==> src/pkg/irq_sleep_pkg.sv <==
`default_nettype none
package irq_sleep_pkg;
    // Register indices; the bus byte address is four times the index
    localparam logic [7:0] IDX_PRIO_HI_A = 8'hB7;
    localparam logic [7:0] IDX_PRIO_LO_A = 8'hB8;
    localparam logic [7:0] IDX_PRIO_HI_B = 8'hF7;
    localparam logic [7:0] IDX_PRIO_LO_B = 8'hF8;
    localparam logic [7:0] IDX_ENABLE_B = 8'hE8;
    localparam logic [7:0] IDX_ENABLE_A = 8'hA8;
    localparam logic [7:0] IDX_POWER_CTL = 8'h87;
    localparam logic [7:0] IDX_EVT_STAT = 8'hC0;
    localparam logic [7:0] IDX_EVT_MASK = 8'hC1;
    localparam logic [7:0] IDX_SERVICE = 8'hC2;
    localparam int ADDR_W = 10;
    localparam logic [7:0] RESET_BYTE = 8'h00;
    localparam logic [7:0] SRC_MASK_A = 8'h7F;
    localparam int BROWNOUT_EN_BIT = 3;
    localparam int BROWNOUT_PRIO_BIT = 4;
    localparam int EA_BIT = 7;
    localparam int SLEEP_BIT = 0;
    localparam int HALT_BIT = 1;
    localparam int EXT0_BIT = 0;
    localparam int EXT1_BIT = 2;
    localparam int NUM_SRC = 8;
    localparam int BROWNOUT_SRC = 7;
    localparam int WAKE_HOLD_CYC = 1024;
    // Event status bits
    localparam int EV_IDLE_EXIT = 0;
    localparam int EV_PD_EXIT = 1;
    localparam int EV_GRANT = 2;
    typedef enum logic [2:0] {
        PM_RUN = 3'b001,
        PM_IDLE = 3'b010,
        PM_DOWN = 3'b100
    } pm_state_t;
endpackage
`default_nettype wire

==> src/core/irq_sleep_ctl.sv <==
// Design decision made here: the APB register port.
`default_nettype none
// Behaviour
// - enable_b bit 3 gates brown-out interrupt
// - prio_lo_a holds seven source low bits
// - prio_hi_a holds matching high bits
// - brown-out low priority at prio_lo_b bit 4
// - brown-out high priority at prio_hi_b bit 4
// - priority registers reset zero; prio_lo_a bit-addressable
// - idle halts program counter, clocks run
// - serviced interrupt clears idle, resumes after
// - hardware reset restarts like power-on
// - idle drives strobes high
// - power-down drives strobes low
// - power-down stops clock, level ext only
// - power-down exits on ext level or reset
// - ext pin low restarts oscillator; low 1024 cycles arms wake
// - after pin high, run handler, resume
// - eight sources, four priority levels
module irq_sleep_ctl
    import irq_sleep_pkg::*;
(
    input wire logic pclk,
    input wire logic presetn,
    input wire logic psel,
    input wire logic penable,
    input wire logic pwrite,
    input wire logic [11:0] paddr,
    input wire logic [31:0] pwdata,
    output logic [31:0] prdata,
    output logic pready,
    output logic pslverr,
    input wire logic [7:0] irq_req,
    input wire logic ext0_n_pin,
    input wire logic ext1_n_pin,
    input wire logic handler_return_instr,
    input wire logic bit_clr_lo_a,
    input wire logic [2:0] bit_sel,
    output logic irq_valid,
    output logic [2:0] irq_id,
    output logic [1:0] irq_level,
    output logic pc_halt,
    output logic osc_stop,
    output logic addr_latch_strobe,
    output logic prog_store_read_strobe,
    output logic irq_out
);
    // ********************
    // Pin synchronisers
    // ********************
    logic [1:0] ext_meta_r, ext_sync_r;
    always_ff @(posedge pclk or negedge presetn) begin
        if (!presetn) begin
            ext_meta_r <= 2'h3;
            ext_sync_r <= 2'h3;
        end else begin
            ext_meta_r <= {ext1_n_pin, ext0_n_pin};
            ext_sync_r <= ext_meta_r;
        end
    end

    // ********************
    // Registers
    // ********************
    logic [7:0] prio_hi_a_r, prio_lo_a_r, prio_hi_b_r, prio_lo_b_r;
    logic [7:0] enable_a_r, enable_b_r, power_ctl_r, evt_stat_r, evt_mask_r;
    logic [ADDR_W-1:0] idx;
    logic wr, rd, hit;
    logic [7:0] rd_byte;
    logic [7:0] evt_set;
    logic grant, in_service_clr;
    pm_state_t pm_r;
    assign idx = paddr[11:2];
    assign wr = psel && penable && pwrite;
    assign rd = psel && penable && !pwrite;
    assign pready = 1'b1;
    always_comb begin
        hit = 1'b1;
        rd_byte = RESET_BYTE;
        unique case (idx)
            {2'h0, IDX_PRIO_HI_A}: rd_byte = prio_hi_a_r;
            {2'h0, IDX_PRIO_LO_A}: rd_byte = prio_lo_a_r;
            {2'h0, IDX_PRIO_HI_B}: rd_byte = prio_hi_b_r;
            {2'h0, IDX_PRIO_LO_B}: rd_byte = prio_lo_b_r;
            {2'h0, IDX_ENABLE_A}: rd_byte = enable_a_r;
            {2'h0, IDX_ENABLE_B}: rd_byte = enable_b_r;
            {2'h0, IDX_POWER_CTL}: rd_byte = power_ctl_r;
            {2'h0, IDX_EVT_STAT}: rd_byte = evt_stat_r;
            {2'h0, IDX_EVT_MASK}: rd_byte = evt_mask_r;
            default: hit = 1'b0;
        endcase
    end
    assign pslverr = psel && penable && !hit;
    always_ff @(posedge pclk or negedge presetn) begin
        if (!presetn) begin
            prdata <= 32'h0000_0000;
        end else if (psel && !penable) begin
            prdata <= {24'h00_0000, rd_byte};
        end
    end
    // Captured at setup so the word stands through the whole access phase

    always_ff @(posedge pclk or negedge presetn) begin
        if (!presetn) begin
            prio_hi_a_r <= RESET_BYTE;
            prio_lo_a_r <= RESET_BYTE;
            prio_hi_b_r <= RESET_BYTE;
            prio_lo_b_r <= RESET_BYTE;
        end else begin
            if (wr && idx == {2'h0, IDX_PRIO_HI_A}) prio_hi_a_r <= pwdata[7:0] & SRC_MASK_A;
            if (wr && idx == {2'h0, IDX_PRIO_LO_A}) prio_lo_a_r <= pwdata[7:0] & SRC_MASK_A;
            else if (bit_clr_lo_a) prio_lo_a_r[bit_sel] <= 1'b0;
            if (wr && idx == {2'h0, IDX_PRIO_HI_B})
                prio_hi_b_r <= {3'h0, pwdata[BROWNOUT_PRIO_BIT], 4'h0};
            if (wr && idx == {2'h0, IDX_PRIO_LO_B})
                prio_lo_b_r <= {3'h0, pwdata[BROWNOUT_PRIO_BIT], 4'h0};
        end
    end
    always_ff @(posedge pclk or negedge presetn) begin
        if (!presetn) begin
            enable_a_r <= RESET_BYTE;
            enable_b_r <= RESET_BYTE;
            evt_mask_r <= RESET_BYTE;
        end else begin
            if (wr && idx == {2'h0, IDX_ENABLE_A}) enable_a_r <= pwdata[7:0];
            if (wr && idx == {2'h0, IDX_ENABLE_B})
                enable_b_r <= {4'h0, pwdata[BROWNOUT_EN_BIT], 3'h0};
            if (wr && idx == {2'h0, IDX_EVT_MASK}) evt_mask_r <= pwdata[7:0];
        end
    end

    // ********************
    // Arbitration
    // ********************
    logic [NUM_SRC-1:0] src_en;
    logic [1:0] lvl [NUM_SRC];
    logic [1:0] active_lvl_r;
    logic active_r;
    genvar g;
    generate
        for (g = 0; g < NUM_SRC; g++) begin : g_src
            if (g == BROWNOUT_SRC) begin : g_bo
                assign src_en[g] = irq_req[g] && enable_b_r[BROWNOUT_EN_BIT];
                assign lvl[g] = {prio_hi_b_r[BROWNOUT_PRIO_BIT], prio_lo_b_r[BROWNOUT_PRIO_BIT]};
            end else begin : g_std
                assign src_en[g] = irq_req[g] && enable_a_r[g];
                assign lvl[g] = {prio_hi_a_r[g], prio_lo_a_r[g]};
            end
        end
    endgenerate
    logic [2:0] best_id;
    logic [1:0] best_lvl;
    logic best_v;
    always_comb begin
        best_v = 1'b0;
        best_id = 3'h0;
        best_lvl = 2'h0;
        for (int i = 0; i < NUM_SRC; i++) begin
            if (src_en[i] && (!best_v || lvl[i] > best_lvl)) begin
                best_v = 1'b1;
                best_id = 3'(i);
                best_lvl = lvl[i];
            end
        end
    end
    assign grant = enable_a_r[EA_BIT] && best_v && (!active_r || best_lvl > active_lvl_r)
                   && pm_r != PM_DOWN;
    assign in_service_clr = handler_return_instr;
    always_ff @(posedge pclk or negedge presetn) begin
        if (!presetn) begin
            active_r <= 1'b0;
            active_lvl_r <= 2'h0;
            irq_valid <= 1'b0;
            irq_id <= 3'h0;
            irq_level <= 2'h0;
        end else begin
            irq_valid <= grant;
            if (grant) begin
                active_r <= 1'b1;
                active_lvl_r <= best_lvl;
                irq_id <= best_id;
                irq_level <= best_lvl;
            end else if (in_service_clr) begin
                active_r <= 1'b0;
            end
        end
    end

    // ********************
    // Power modes
    // ********************
    logic [10:0] hold_cnt_r;
    logic ext_low, ext_level_en, pd_wake;
    assign ext_low = (!ext_sync_r[0] && enable_a_r[EXT0_BIT])
                     || (!ext_sync_r[1] && enable_a_r[EXT1_BIT]);
    assign ext_level_en = enable_a_r[EA_BIT];
    always_ff @(posedge pclk or negedge presetn) begin
        if (!presetn) hold_cnt_r <= 11'h000;
        else if (pm_r != PM_DOWN || !ext_low) hold_cnt_r <= 11'h000;
        else if (hold_cnt_r < 11'(WAKE_HOLD_CYC)) hold_cnt_r <= hold_cnt_r + 11'h001;
    end
    assign pd_wake = pm_r == PM_DOWN && ext_level_en && !ext_low
                     && hold_cnt_r == 11'(WAKE_HOLD_CYC);
    always_ff @(posedge pclk or negedge presetn) begin
        if (!presetn) begin
            pm_r <= PM_RUN;
            power_ctl_r <= RESET_BYTE;
        end else begin
            unique case (pm_r)
                PM_RUN: begin
                    if (wr && idx == {2'h0, IDX_POWER_CTL}) begin
                        power_ctl_r <= pwdata[7:0];
                        if (pwdata[HALT_BIT]) pm_r <= PM_DOWN;
                        else if (pwdata[SLEEP_BIT]) pm_r <= PM_IDLE;
                    end
                end
                PM_IDLE: begin
                    if (grant) begin
                        power_ctl_r[SLEEP_BIT] <= 1'b0;
                        pm_r <= PM_RUN;
                    end
                end
                PM_DOWN: begin
                    if (pd_wake) begin
                        power_ctl_r[HALT_BIT] <= 1'b0;
                        pm_r <= PM_RUN;
                    end
                end
            endcase
        end
    end
    assign pc_halt = pm_r != PM_RUN;
    assign osc_stop = pm_r == PM_DOWN && !ext_low;
    assign addr_latch_strobe = pm_r == PM_IDLE;
    assign prog_store_read_strobe = pm_r == PM_IDLE;

    // ********************
    // Event interrupt
    // ********************
    always_comb begin
        evt_set = RESET_BYTE;
        evt_set[EV_IDLE_EXIT] = pm_r == PM_IDLE && grant;
        evt_set[EV_PD_EXIT] = pd_wake;
        evt_set[EV_GRANT] = grant;
    end
    // Set wins over the read-clear; only bits the read reported are cleared,
    // so an event landing during the setup cycle is not lost
    always_ff @(posedge pclk or negedge presetn) begin
        if (!presetn) evt_stat_r <= RESET_BYTE;
        else if (rd && idx == {2'h0, IDX_EVT_STAT}) begin
            evt_stat_r <= (evt_stat_r & ~prdata[7:0]) | evt_set;
        end else begin
            evt_stat_r <= evt_stat_r | evt_set;
        end
    end
    assign irq_out = |(evt_stat_r & evt_mask_r);

    // ********************
    // Checks
    // ********************
    property p_reset_zero;
        @(posedge pclk) $rose(presetn) |-> prio_hi_a_r == 8'h00 && prio_lo_b_r == 8'h00;
    endproperty
    a_reset_zero: assert property (p_reset_zero) else $error("prio not zero");
    property p_idle_strobe;
        @(posedge pclk) disable iff (!presetn)
            pm_r == PM_IDLE |-> addr_latch_strobe && prog_store_read_strobe;
    endproperty
    a_idle_strobe: assert property (p_idle_strobe) else $error("idle strobe");
    property p_down_strobe;
        @(posedge pclk) disable iff (!presetn)
            pm_r == PM_DOWN |-> !addr_latch_strobe && !prog_store_read_strobe && pc_halt;
    endproperty
    a_down_strobe: assert property (p_down_strobe) else $error("down strobe");
    property p_idle_exit;
        @(posedge pclk) disable iff (!presetn)
            pm_r == PM_IDLE && grant |=> pm_r == PM_RUN && !power_ctl_r[SLEEP_BIT];
    endproperty
    a_idle_exit: assert property (p_idle_exit) else $error("idle exit");
    property p_down_stay;
        @(posedge pclk) disable iff (!presetn)
            pm_r == PM_DOWN && hold_cnt_r < 11'(WAKE_HOLD_CYC) |=> pm_r == PM_DOWN;
    endproperty
    a_down_stay: assert property (p_down_stay) else $error("early wake");
    property p_down_exit;
        @(posedge pclk) disable iff (!presetn) pd_wake |=> pm_r == PM_RUN;
    endproperty
    a_down_exit: assert property (p_down_exit) else $error("no wake");
    property p_bo_gate;
        @(posedge pclk) disable iff (!presetn)
            !enable_b_r[BROWNOUT_EN_BIT] |-> !src_en[BROWNOUT_SRC];
    endproperty
    a_bo_gate: assert property (p_bo_gate) else $error("brown-out ungated");
    property p_preempt;
        @(posedge pclk) disable iff (!presetn)
            active_r && grant |-> best_lvl > active_lvl_r;
    endproperty
    a_preempt: assert property (p_preempt) else $error("bad preempt");
    property p_grant_level;
        @(posedge pclk) disable iff (!presetn) grant |=> irq_valid && irq_level == $past(best_lvl);
    endproperty
    a_grant_level: assert property (p_grant_level) else $error("level lost");
    property p_idle_event;
        @(posedge pclk) disable iff (!presetn)
            pm_r == PM_IDLE && grant |=> evt_stat_r[EV_IDLE_EXIT];
    endproperty
    a_idle_event: assert property (p_idle_event) else $error("idle event lost");
    property p_idle_clock;
        @(posedge pclk) disable iff (!presetn)
            pm_r == PM_IDLE |-> pc_halt && !osc_stop;
    endproperty
    a_idle_clock: assert property (p_idle_clock) else $error("idle clock");
    property p_lo_b_write;
        @(posedge pclk) disable iff (!presetn) wr && idx == {2'h0, IDX_PRIO_LO_B}
            |=> prio_lo_b_r[BROWNOUT_PRIO_BIT] == $past(pwdata[BROWNOUT_PRIO_BIT]);
    endproperty
    a_lo_b_write: assert property (p_lo_b_write) else $error("brown-out low bit");
    property p_bit_clr;
        @(posedge pclk) disable iff (!presetn) bit_clr_lo_a && !(wr && idx == {2'h0, IDX_PRIO_LO_A})
            |=> !prio_lo_a_r[$past(bit_sel)];
    endproperty
    a_bit_clr: assert property (p_bit_clr) else $error("bit clear lost");
    property p_down_level;
        @(posedge pclk) disable iff (!presetn)
            pm_r == PM_DOWN && ext_low |-> !osc_stop;
    endproperty
    a_down_level: assert property (p_down_level) else $error("osc not restarted");
    c_idle: cover property (@(posedge pclk) pm_r == PM_IDLE ##1 pm_r == PM_RUN);
    c_down: cover property (@(posedge pclk) pd_wake);
    c_nest: cover property (@(posedge pclk) active_r && grant);
    c_bo: cover property (@(posedge pclk) grant && best_id == 3'(BROWNOUT_SRC));
    c_wake_hold: cover property (@(posedge pclk) pm_r == PM_DOWN && ext_low);
endmodule
`default_nettype wire

==> config.mk <==
export PLATFORM = sky130hd
export DESIGN_NAME = irq_sleep_ctl
export DESIGN_NICKNAME = d
export VERILOG_FILES = /design/src/pkg/irq_sleep_pkg.sv /design/src/core/irq_sleep_ctl.sv
export SDC_FILE = /design/constraint.sdc
export NUM_CORES = 1
export LEC_CHECK = 0
export BUFFER_PORTS_ARGS = -buffer_cell sky130_fd_sc_hd__buf_2
export CORE_MARGIN = 3
export CORE_UTILIZATION = 52
export DETAILED_ROUTE_END_ITERATION = 8
export PLACE_DENSITY = 0.77
export SYNTH_ARGS = -nofsm -noshare
export SYNTH_HDL_FRONTEND = slang
export SYNTH_SLANG_ARGS = --single-unit
==> constraint.sdc <==
create_clock -name pclk -period 26.6 [get_ports pclk]
set_input_delay 2.66 -clock pclk [delete_from_list [all_inputs] [get_ports pclk]]
set_output_delay 2.66 -clock pclk [all_outputs]
set_load 0.03 [all_outputs]
==> metrics, run 1 <==
critical path's most frequent cell=sky130_fd_sc_hd__ha_1; layout overhead on the synthesized area=10.4%; die span in x=between 100 and 150 um; net switching power figure=between 0.07 and 0.08 mW; Diodes inserted=0; number of gates resized after CTS=0; vias per inst=between 5 and 6; internal cell power=0.194 mW; placed inst area=5140 um2; number of enable-type register cells in the synthesized netlist=0; DRC=0; required time of the worst setup path=about 27 ns; Max Cap Viol=0; Rows=34; Warnings, synthesis=0; mean routed wirelength per cell=about 17 um; post-synth top area cell=sky130_fd_sc_hd__dfrtp_1; drt pass-1 iters=5; Worst Reg2Reg Path Length in Cells=slightly above 50; worst hold slack=roughly 0.36 ns; number of antenna-violating nets in the routed design=0; Placeable Area=roughly 9000 um2; finished layout cell area=between 5000 and 6000 um2; cell with the biggest individual delay on the critical path=sky130_fd_sc_hd__a211oi_2; worst path buffer plus inverter count=3; share of the core filled with cells in the final layout=0.603; overall die area=between 10000 and 15000 um2; crit-path max FO=16; Seq cells post-synth=between 80 and 90; transition time of the tightest slew-check pin=about 1.2 ns; via count=between 3000 and 4000; DRT iter0 DRCs=around 310; Final Cycle Share=0.491; Synth top cells by count=sky130_fd_sc_hd__dfrtp_1, sky130_fd_sc_hd__nand2_1, sky130_fd_sc_hd__nor2_1; type of the worst min-delay path=reg2reg; remaining global-route overflow=0; Arr. time, crit path=13.34 ns; most used standard cell by instance count after synthesis=sky130_fd_sc_hd__dfrtp_1; end of the critical path=active_lvl_r[0]; number of endpoints failing setup at the final stage=0; root buf cell=sky130_fd_sc_hd__clkbuf_8; total number of clock tree sinks=83; crit start category=primary input; fraction of power spent switching nets=0.291; RSZ-0062 raised after global routing=no; initial core utilization=0.546; vias in the first global route=approximately 4000; Max Clk Rate=around 77 MHz; antenna violations before repair=0; part of the Yosys area used for sequential elements=0.429; origin of the critical flop-to-flop path=enable_a_r[0]; insertion delay to the later sink of the worst-skew pair=0.35 ns; synthesized area=between 4000 and 5000 um2; total wire length after detailed routing=roughly 11 mm; number of post-CTS setup repair buffers=0; overall global routing resource usage=0.232; average cell area after synthesis=around 9.4 um2; largest net degree at the start of global routing=84; kind of end point of the critical path=flip-flop; cell family contributing the most delay on the critical path=compound AO/OA/AOI/OAI gates; count of boundary I/O pins=109; Final Max Tran Viols=0; run status=completed; fin worst setup slack=13.54 ns; CTS H-Tree Depth=3; global-route wire length before repair=about 19 mm; capture point of the worst reg-to-reg path=active_lvl_r[0]; proportion of power drawn by the clock network=0.376; share of final-layout standard cells stronger than drive strength 1=0.223; Period minus WS final=about 13 ns; total leakage power=roughly 2.6 nW; clock transition time at the flip-flop clock pins of the worst setup and hold paths=around 0.09 ns; total negative slack for setup checks=0 ns; placer congestion estimate=0.881; quantity of I/O buffers inserted on ports=57; ratio of total power to cell area=50.9 nW/um2; maximum single-stage delay on the critical path=1.02 ns; Post-Place Worst Slack=about 13 ns; fraction of registers with async set or reset after synthesis=1.00; library cells used by synthesis=69; hold_buf cts=0; CTS tree=yes; Max transition margin=0.185; combinational share of power=0.138; CP Launch Point=irq_req[0]; number of clock buffers inserted by TritonCTS=9; share of the synthesized area in the top cell type=0.402; worst clock skew=between 0.015 and 0.02 ns; Die Y-Extent=103 um; type of the worst setup path=in2reg; Post-DP HPWL=8.70 mm; Crit path depth=52; most area-consuming cells after synthesis=sky130_fd_sc_hd__dfrtp_1, sky130_fd_sc_hd__nand2_1, sky130_fd_sc_hd__mux2_2, sky130_fd_sc_hd__ha_1, sky130_fd_sc_hd__buf_4; portion of total power attributed to sequential cells=0.487; Hold Vio Cnt, Final=0; worst supply voltage drop on vdd=around 0.032 mV; # nets final=650; Synth Instances=slightly above 500; setup slack on the worst flop-to-flop path=between 15 and 20 ns; deepest clock path buffer count=2; top_reg_cell synth=sky130_fd_sc_hd__dfrtp_1
[worst min-delay path by stage]
stage,start,endpoint,cells after the start
6_report,ext_meta_r[0],ext_sync_r[0],0
5_1_grt,ext_meta_r[1],ext_sync_r[1],0
3_3_place_gp,ext_meta_r[0],ext_sync_r[0],0
3_5_place_dp,ext_meta_r[0],ext_sync_r[0],0
2_1_floorplan,ext_meta_r[0],ext_sync_r[0],0
4_1_cts,ext_meta_r[0],ext_sync_r[0],0
[routing by layer]
metal	GRT usage	vias up	part of all wire	wire, um
met5	0	-	0	0
met4	0.0918	0	0.023	259
met3	0.0325	23	0.051	587
met2	0.365	139	0.46	5250
met1	0.326	1910	0.47	5400
li1	-	1891	-	-
[flip-flops by register name, indices dropped and copies added (netlist names)]
register / flops
prdata: 8
prio_hi_b_r: 1
power_ctl_r: 8
irq_valid: 1
hold_cnt_r: 11
pm_r: 3
evt_stat_r: 8
ext_meta_r: 2
prio_lo_b_r: 1
prio_hi_a_r: 7
ext_sync_r: 2
prio_lo_a_r: 8
enable_b_r: 1
evt_mask_r: 8
enable_a_r: 8
active_r: 1
active_lvl_r: 2
irq_id: 3
[power groups by stage]
stage	logic, mW	clock network (mW)	registers (mW)
after global routing	0.0413	0.110	0.133
after detailed placement	0.0373	0	0.135
after global placement	0.0366	0	0.135
after floorplan	0.0281	0	0.134
after CTS	0.0374	0.104	0.133
final	0.0376	0.103	0.133
[placed cells by master (no fill, tap or decap), types with 7 or more instances in the layout]
cell / Yosys / final
sky130_fd_sc_hd__buf_2: 1 / 56
sky130_fd_sc_hd__nor2_1: 42 / 42
sky130_fd_sc_hd__inv_1: 24 / 24
sky130_fd_sc_hd__clkbuf_8: 0 / 9
sky130_fd_sc_hd__a22oi_1: 7 / 7
sky130_fd_sc_hd__a21oi_1: 14 / 14
sky130_fd_sc_hd__mux2_2: 23 / 23
sky130_fd_sc_hd__dfrtp_1: 78 / 78
sky130_fd_sc_hd__conb_1: 2 / 25
sky130_fd_sc_hd__mux2i_1: 11 / 11
sky130_fd_sc_hd__nand3_1: 12 / 12
sky130_fd_sc_hd__nor2b_1: 9 / 9
sky130_fd_sc_hd__o21ai_0: 35 / 35
sky130_fd_sc_hd__ha_1: 17 / 17
sky130_fd_sc_hd__nand2_1: 76 / 76
[per-stage QoR]
stage | power, mW | instances
floorplan | 0.163 | 537
global placement | 0.172 | 666
detailed placement | 0.173 | 666
CTS | 0.274 | 682
global route | 0.284 | 682
finish | 0.273 | 682
[cells by family after synthesis]
group	after synthesis	synth area share
buffers and inverters	61	0.0675
other	2	0.00155
AOI/OAI and AO/OA	116	0.170
muxes	38	0.0884
DFF	83	0.429
and+or+nand+nor	189	0.186
adders and majority gates	17	0.0438
xor gates and xnor gates	8	0.0144
[final cells by class]
cell class                      instances  area (um2)
Clock buffer                            9         124
Multi-Input combinational cell        393        2530
Fill cell                             778        3530
Timing Repair Buffer                   58         295
Clock inverter                          7         100
Sequential cell                        83        2080
Inverter                               24        90.1
Tap cell                              108         135
(Power assumes the default switching activity.)
==> inputs of run 2 (changes only) <==
--- a/config.mk
+++ b/config.mk
@@ -5,9 +5,10 @@
 export SDC_FILE = /design/constraint.sdc
 export NUM_CORES = 1
 export LEC_CHECK = 0
+export ABC_AREA = 1
 export BUFFER_PORTS_ARGS = -buffer_cell sky130_fd_sc_hd__buf_2
 export CORE_MARGIN = 3
-export CORE_UTILIZATION = 52
+export CORE_UTILIZATION = 50
 export DETAILED_ROUTE_END_ITERATION = 8
 export PLACE_DENSITY = 0.77
 export SYNTH_ARGS = -nofsm -noshare
==> constraint.sdc (replaced) <==
create_clock -name pclk -period 11.4 [get_ports pclk]
set_input_delay 1.14 -clock pclk [delete_from_list [all_inputs] [get_ports pclk]]
set_output_delay 1.14 -clock pclk [all_outputs]
set_load 0.03 [all_outputs]
==> run 2 against run 1 <==
  * Clock-buffer cell count grew 1
  * Critical path depth grew 19
  * Synthesized cell count grew 23%
  * Sequential cell count is the same
  * Non-clock buffer count shrank 1
  * Sequential power grew 130%
  * Combinational power grew to 2.7 times the previous value
  * Core utilization shrank 1.9 points
  * Die area grew 5.5%
  * Final area grew 2.5%
  * Worst setup slack lost 12 ns
  * Clock power grew 150%
  * Critical path type unchanged
==> metrics, run 2 <==
run status=completed (unchanged); internal cell power=0.480 mW (was 0.194 mW); number of enable-type register cells in the synthesized netlist=0 (unchanged); worst clock skew=0.0111 ns (was 0.0165 ns); maximum single-stage delay on the critical path=0.30 ns (was 1.02 ns); Max transition margin=0.317 (was 0.185); commonest cells after routing, fill and taps aside=sky130_fd_sc_hd__nand2_1, sky130_fd_sc_hd__inv_1, sky130_fd_sc_hd__dfrtp_1 (was sky130_fd_sc_hd__dfrtp_1, sky130_fd_sc_hd__nand2_1, sky130_fd_sc_hd__buf_2); Post-Place Worst Slack=1.36 ns (was 13.28 ns); Warnings, synthesis=0 (unchanged); mean routed wirelength per cell=15.0 um (was 16.9 um); capture point of the worst reg-to-reg path=pm_r[2] (was active_lvl_r[0]); average cell area after synthesis=7.83 um2 (was 9.45 um2); insertion delay to the later sink of the worst-skew pair=0.35 ns (about the same); # nets final=771 (was 650); worst supply voltage drop on vdd=0.107 mV (was 0.0323 mV); CTS H-Tree Depth=3 (unchanged); type of the worst min-delay path=reg2reg (unchanged); required time of the worst setup path=11.68 ns (was 26.88 ns); critical path's most frequent cell=sky130_fd_sc_hd__nand2_1 (was sky130_fd_sc_hd__ha_1); setup slack on the worst flop-to-flop path=1.97 ns (was 15.45 ns); Post-DP HPWL=9.55 mm (was 8.70 mm); ratio of total power to cell area=121 nW/um2 (was 50.9 nW/um2); via count=4465 (was 3963); max reg flops=11 (unchanged); global-route wire length before repair=20.3 mm (was 19.2 mm); number of gates resized after CTS=0 (unchanged); Total Power=0.663 mW (was 0.273 mW); total negative slack for setup checks=0 ns (unchanged); hold_buf cts=0 (unchanged); post-synth top area cell=sky130_fd_sc_hd__dfrtp_1 (unchanged); fin worst setup slack=1.64 ns (was 13.54 ns); count of boundary I/O pins=109 (unchanged); number of inserted filler cells in the final layout=897 (was 778); layout overhead on the synthesized area=11.2% (was 10.4%); part of the Yosys area used for sequential elements=0.421 (was 0.429); Arr. time, crit path=10.04 ns (was 13.34 ns); total number of clock tree sinks=83 (unchanged); crit-path max FO=7 (was 16); number of post-CTS setup repair buffers=0 (unchanged); total leakage power=2.79 nW (was 2.59 nW); Synth top cells by count=sky130_fd_sc_hd__nand2_1, sky130_fd_sc_hd__inv_1, sky130_fd_sc_hd__dfrtp_1 (was sky130_fd_sc_hd__dfrtp_1, sky130_fd_sc_hd__nand2_1, sky130_fd_sc_hd__nor2_1); library cells used by synthesis=45 (was 69); DRT iter0 DRCs=346 (was 305); overall global routing resource usage=0.227 (was 0.232); number of clock buffers inserted by TritonCTS=9 (unchanged); vias in the first global route=4312 (was 4011); Diodes inserted=0 (unchanged); type of the worst setup path=in2reg (unchanged); Worst Reg2Reg Path Length in Cells=70 (was 51); share of final-layout standard cells stronger than drive strength 1=0.177 (was 0.223); origin of the critical flop-to-flop path=enable_a_r[0] (unchanged); number of endpoints failing setup at the final stage=0 (unchanged); transition time of the tightest slew-check pin=1.02 ns (was 1.22 ns); proportion of power drawn by the clock network=0.381 (was 0.376); Max Clk Rate=a little over 100 MHz; most common library cell in the layout ignoring fill and taps=sky130_fd_sc_hd__nand2_1 (was sky130_fd_sc_hd__dfrtp_1); vias per inst=5.42 (was 5.81); fraction of power spent switching nets=0.277 (was 0.291); DRC=0 (unchanged); drt pass-1 iters=7 (was 5); share of the core filled with cells in the final layout=0.584 (was 0.603); remaining global-route overflow=0 (unchanged); Rows=35 (was 34); fraction of registers with async set or reset after synthesis=1.00 (unchanged); cell with the biggest individual delay on the critical path=sky130_fd_sc_hd__ha_1 (was sky130_fd_sc_hd__a211oi_2); quantity of I/O buffers inserted on ports=57 (unchanged); Seq cells post-synth=83 (unchanged); Final Max Tran Viols=0 (unchanged); most area-consuming cells after synthesis=sky130_fd_sc_hd__dfrtp_1, sky130_fd_sc_hd__nand2_1, sky130_fd_sc_hd__inv_1, sky130_fd_sc_hd__o21ai_0, sky130_fd_sc_hd__ha_1 (was sky130_fd_sc_hd__dfrtp_1, sky130_fd_sc_hd__nand2_1, sky130_fd_sc_hd__mux2_2, sky130_fd_sc_hd__ha_1, sky130_fd_sc_hd__buf_4); portion of total power attributed to sequential cells=0.467 (was 0.487); RSZ-0062 raised after global routing=no (unchanged); deepest clock path buffer count=2 (unchanged); net switching power figure=0.183 mW (was 0.0795 mW); largest net degree at the start of global routing=84 (unchanged); crit start category=primary input (unchanged); placer congestion estimate=0.889 (was 0.881); Synth Instances=631 (was 514); root buf cell=sky130_fd_sc_hd__clkbuf_8 (unchanged); kind of end point of the critical path=flip-flop (unchanged); share of the synthesized area in the top cell type=0.395 (was 0.402); Period minus WS final=a little under 10 ns; antenna violations before repair=0 (unchanged); Die Y-Extent=105 um (was 103 um); worst hold start=ext_meta_r[1] (was ext_meta_r[0]); overall die area=11100 um2 (was 10500 um2); Cells on Worst Hold Path=0 (unchanged); top_reg_cell synth=sky130_fd_sc_hd__dfrtp_1 (unchanged); Hold Vio Cnt, Final=0 (unchanged); Placeable Area=9420 um2 (was 8890 um2); CTS tree=yes (unchanged); hold worst-path end=ext_sync_r[1] (was ext_sync_r[0]); Final Cycle Share=0.856; initial core utilization=0.525 (was 0.546); most used standard cell by instance count after synthesis=sky130_fd_sc_hd__nand2_1 (was sky130_fd_sc_hd__dfrtp_1); combinational share of power=0.152 (was 0.138); clock transition time at the flip-flop clock pins of the worst setup and hold paths=0.09 ns (about the same); worst hold slack=0.359 ns (was 0.361 ns); Top reg by flops=hold_cnt_r (unchanged); total wire length after detailed routing=12.4 mm (was 11.5 mm); synthesized area=4940 um2 (was 4860 um2); Max Cap Viol=0 (unchanged); number of antenna-violating nets in the routed design=0 (unchanged); die span in x=105 um (was 103 um)
run 2: cell count changes in the layout (fill, tap and decap cells not counted), sizes merged, moves of 8 or more:
cell   delta
a21o      -8
mux2i    -12
o21ai    +38
mux2     -26
inv      +71
nor2b     -9
nor3     +16
nand2    +73
a21oi    +10
nand3    +20
run 2: worst max path at each step:
stage,from,to,slack [ns],cells after the start
after floorplan,irq_req[0],pm_r[2],2.45,70
after global placement,irq_req[0],pm_r[2],1.72,71
after detailed placement,irq_req[0],pm_r[2],1.36,71
after CTS,irq_req[0],pm_r[2],1.69,71
after global routing,irq_req[0],pm_r[1],0.66,70
final,irq_req[0],pm_r[2],1.64,71
run 2: logic make-up after synthesis:
family	synth area share
compound gates	0.157
fa+ha+maj	0.0430
buf+inv	0.120
flops	0.421
other cells	0.00152
simple gates	0.256
run 2: layout make-up:
type / count / area [um2] / share of cell area
clock buffers: 10 / 128 / 0.0232
repair buffers: 57 / 288 / 0.0524
inverters: 98 / 370 / 0.0674
clock inverters: 6 / 115 / 0.0209
flip-flops and latches: 83 / 2080 / 0.379
well taps: 129 / 161 / 0.0294
multi-input cells: 441 / 2350 / 0.428
run 2: critical path: cells and delay by family:
family / cells / cell delay, ns
AO/OA/AOI/OAI: 15 / 2.13
adder cells (fa/ha/maj): 8 / 2.27
buffers and inverters: 13 / 0.92
AND/OR/NAND/NOR: 35 / 3.56
run 2: layer usage:
layer,up-vias,track usage,share of wire
met5,-,0,0
met4,0,0.0787,0.021
met3,18,0.0441,0.077
met2,185,0.380,0.48
met1,2122,0.293,0.43
li1,2140,-,-
run 2: power by group through the flow:
stage                     clock network (mW)  logic [mW]  registers (mW)
after detailed placement                   0       0.100           0.316
after floorplan                            0      0.0778           0.314
after global placement                     0      0.0978           0.315
after CTS                              0.256       0.101           0.310
final                                  0.253       0.101           0.310
after global routing                   0.273       0.111           0.311
run 2: per-stage QoR:
step / cell area [um2] / cells
floorplan: 5030 / 654
global placement: 5250 / 808
detailed placement: 5250 / 808
CTS: 5500 / 824
global route: 5500 / 824
finish: 5500 / 824
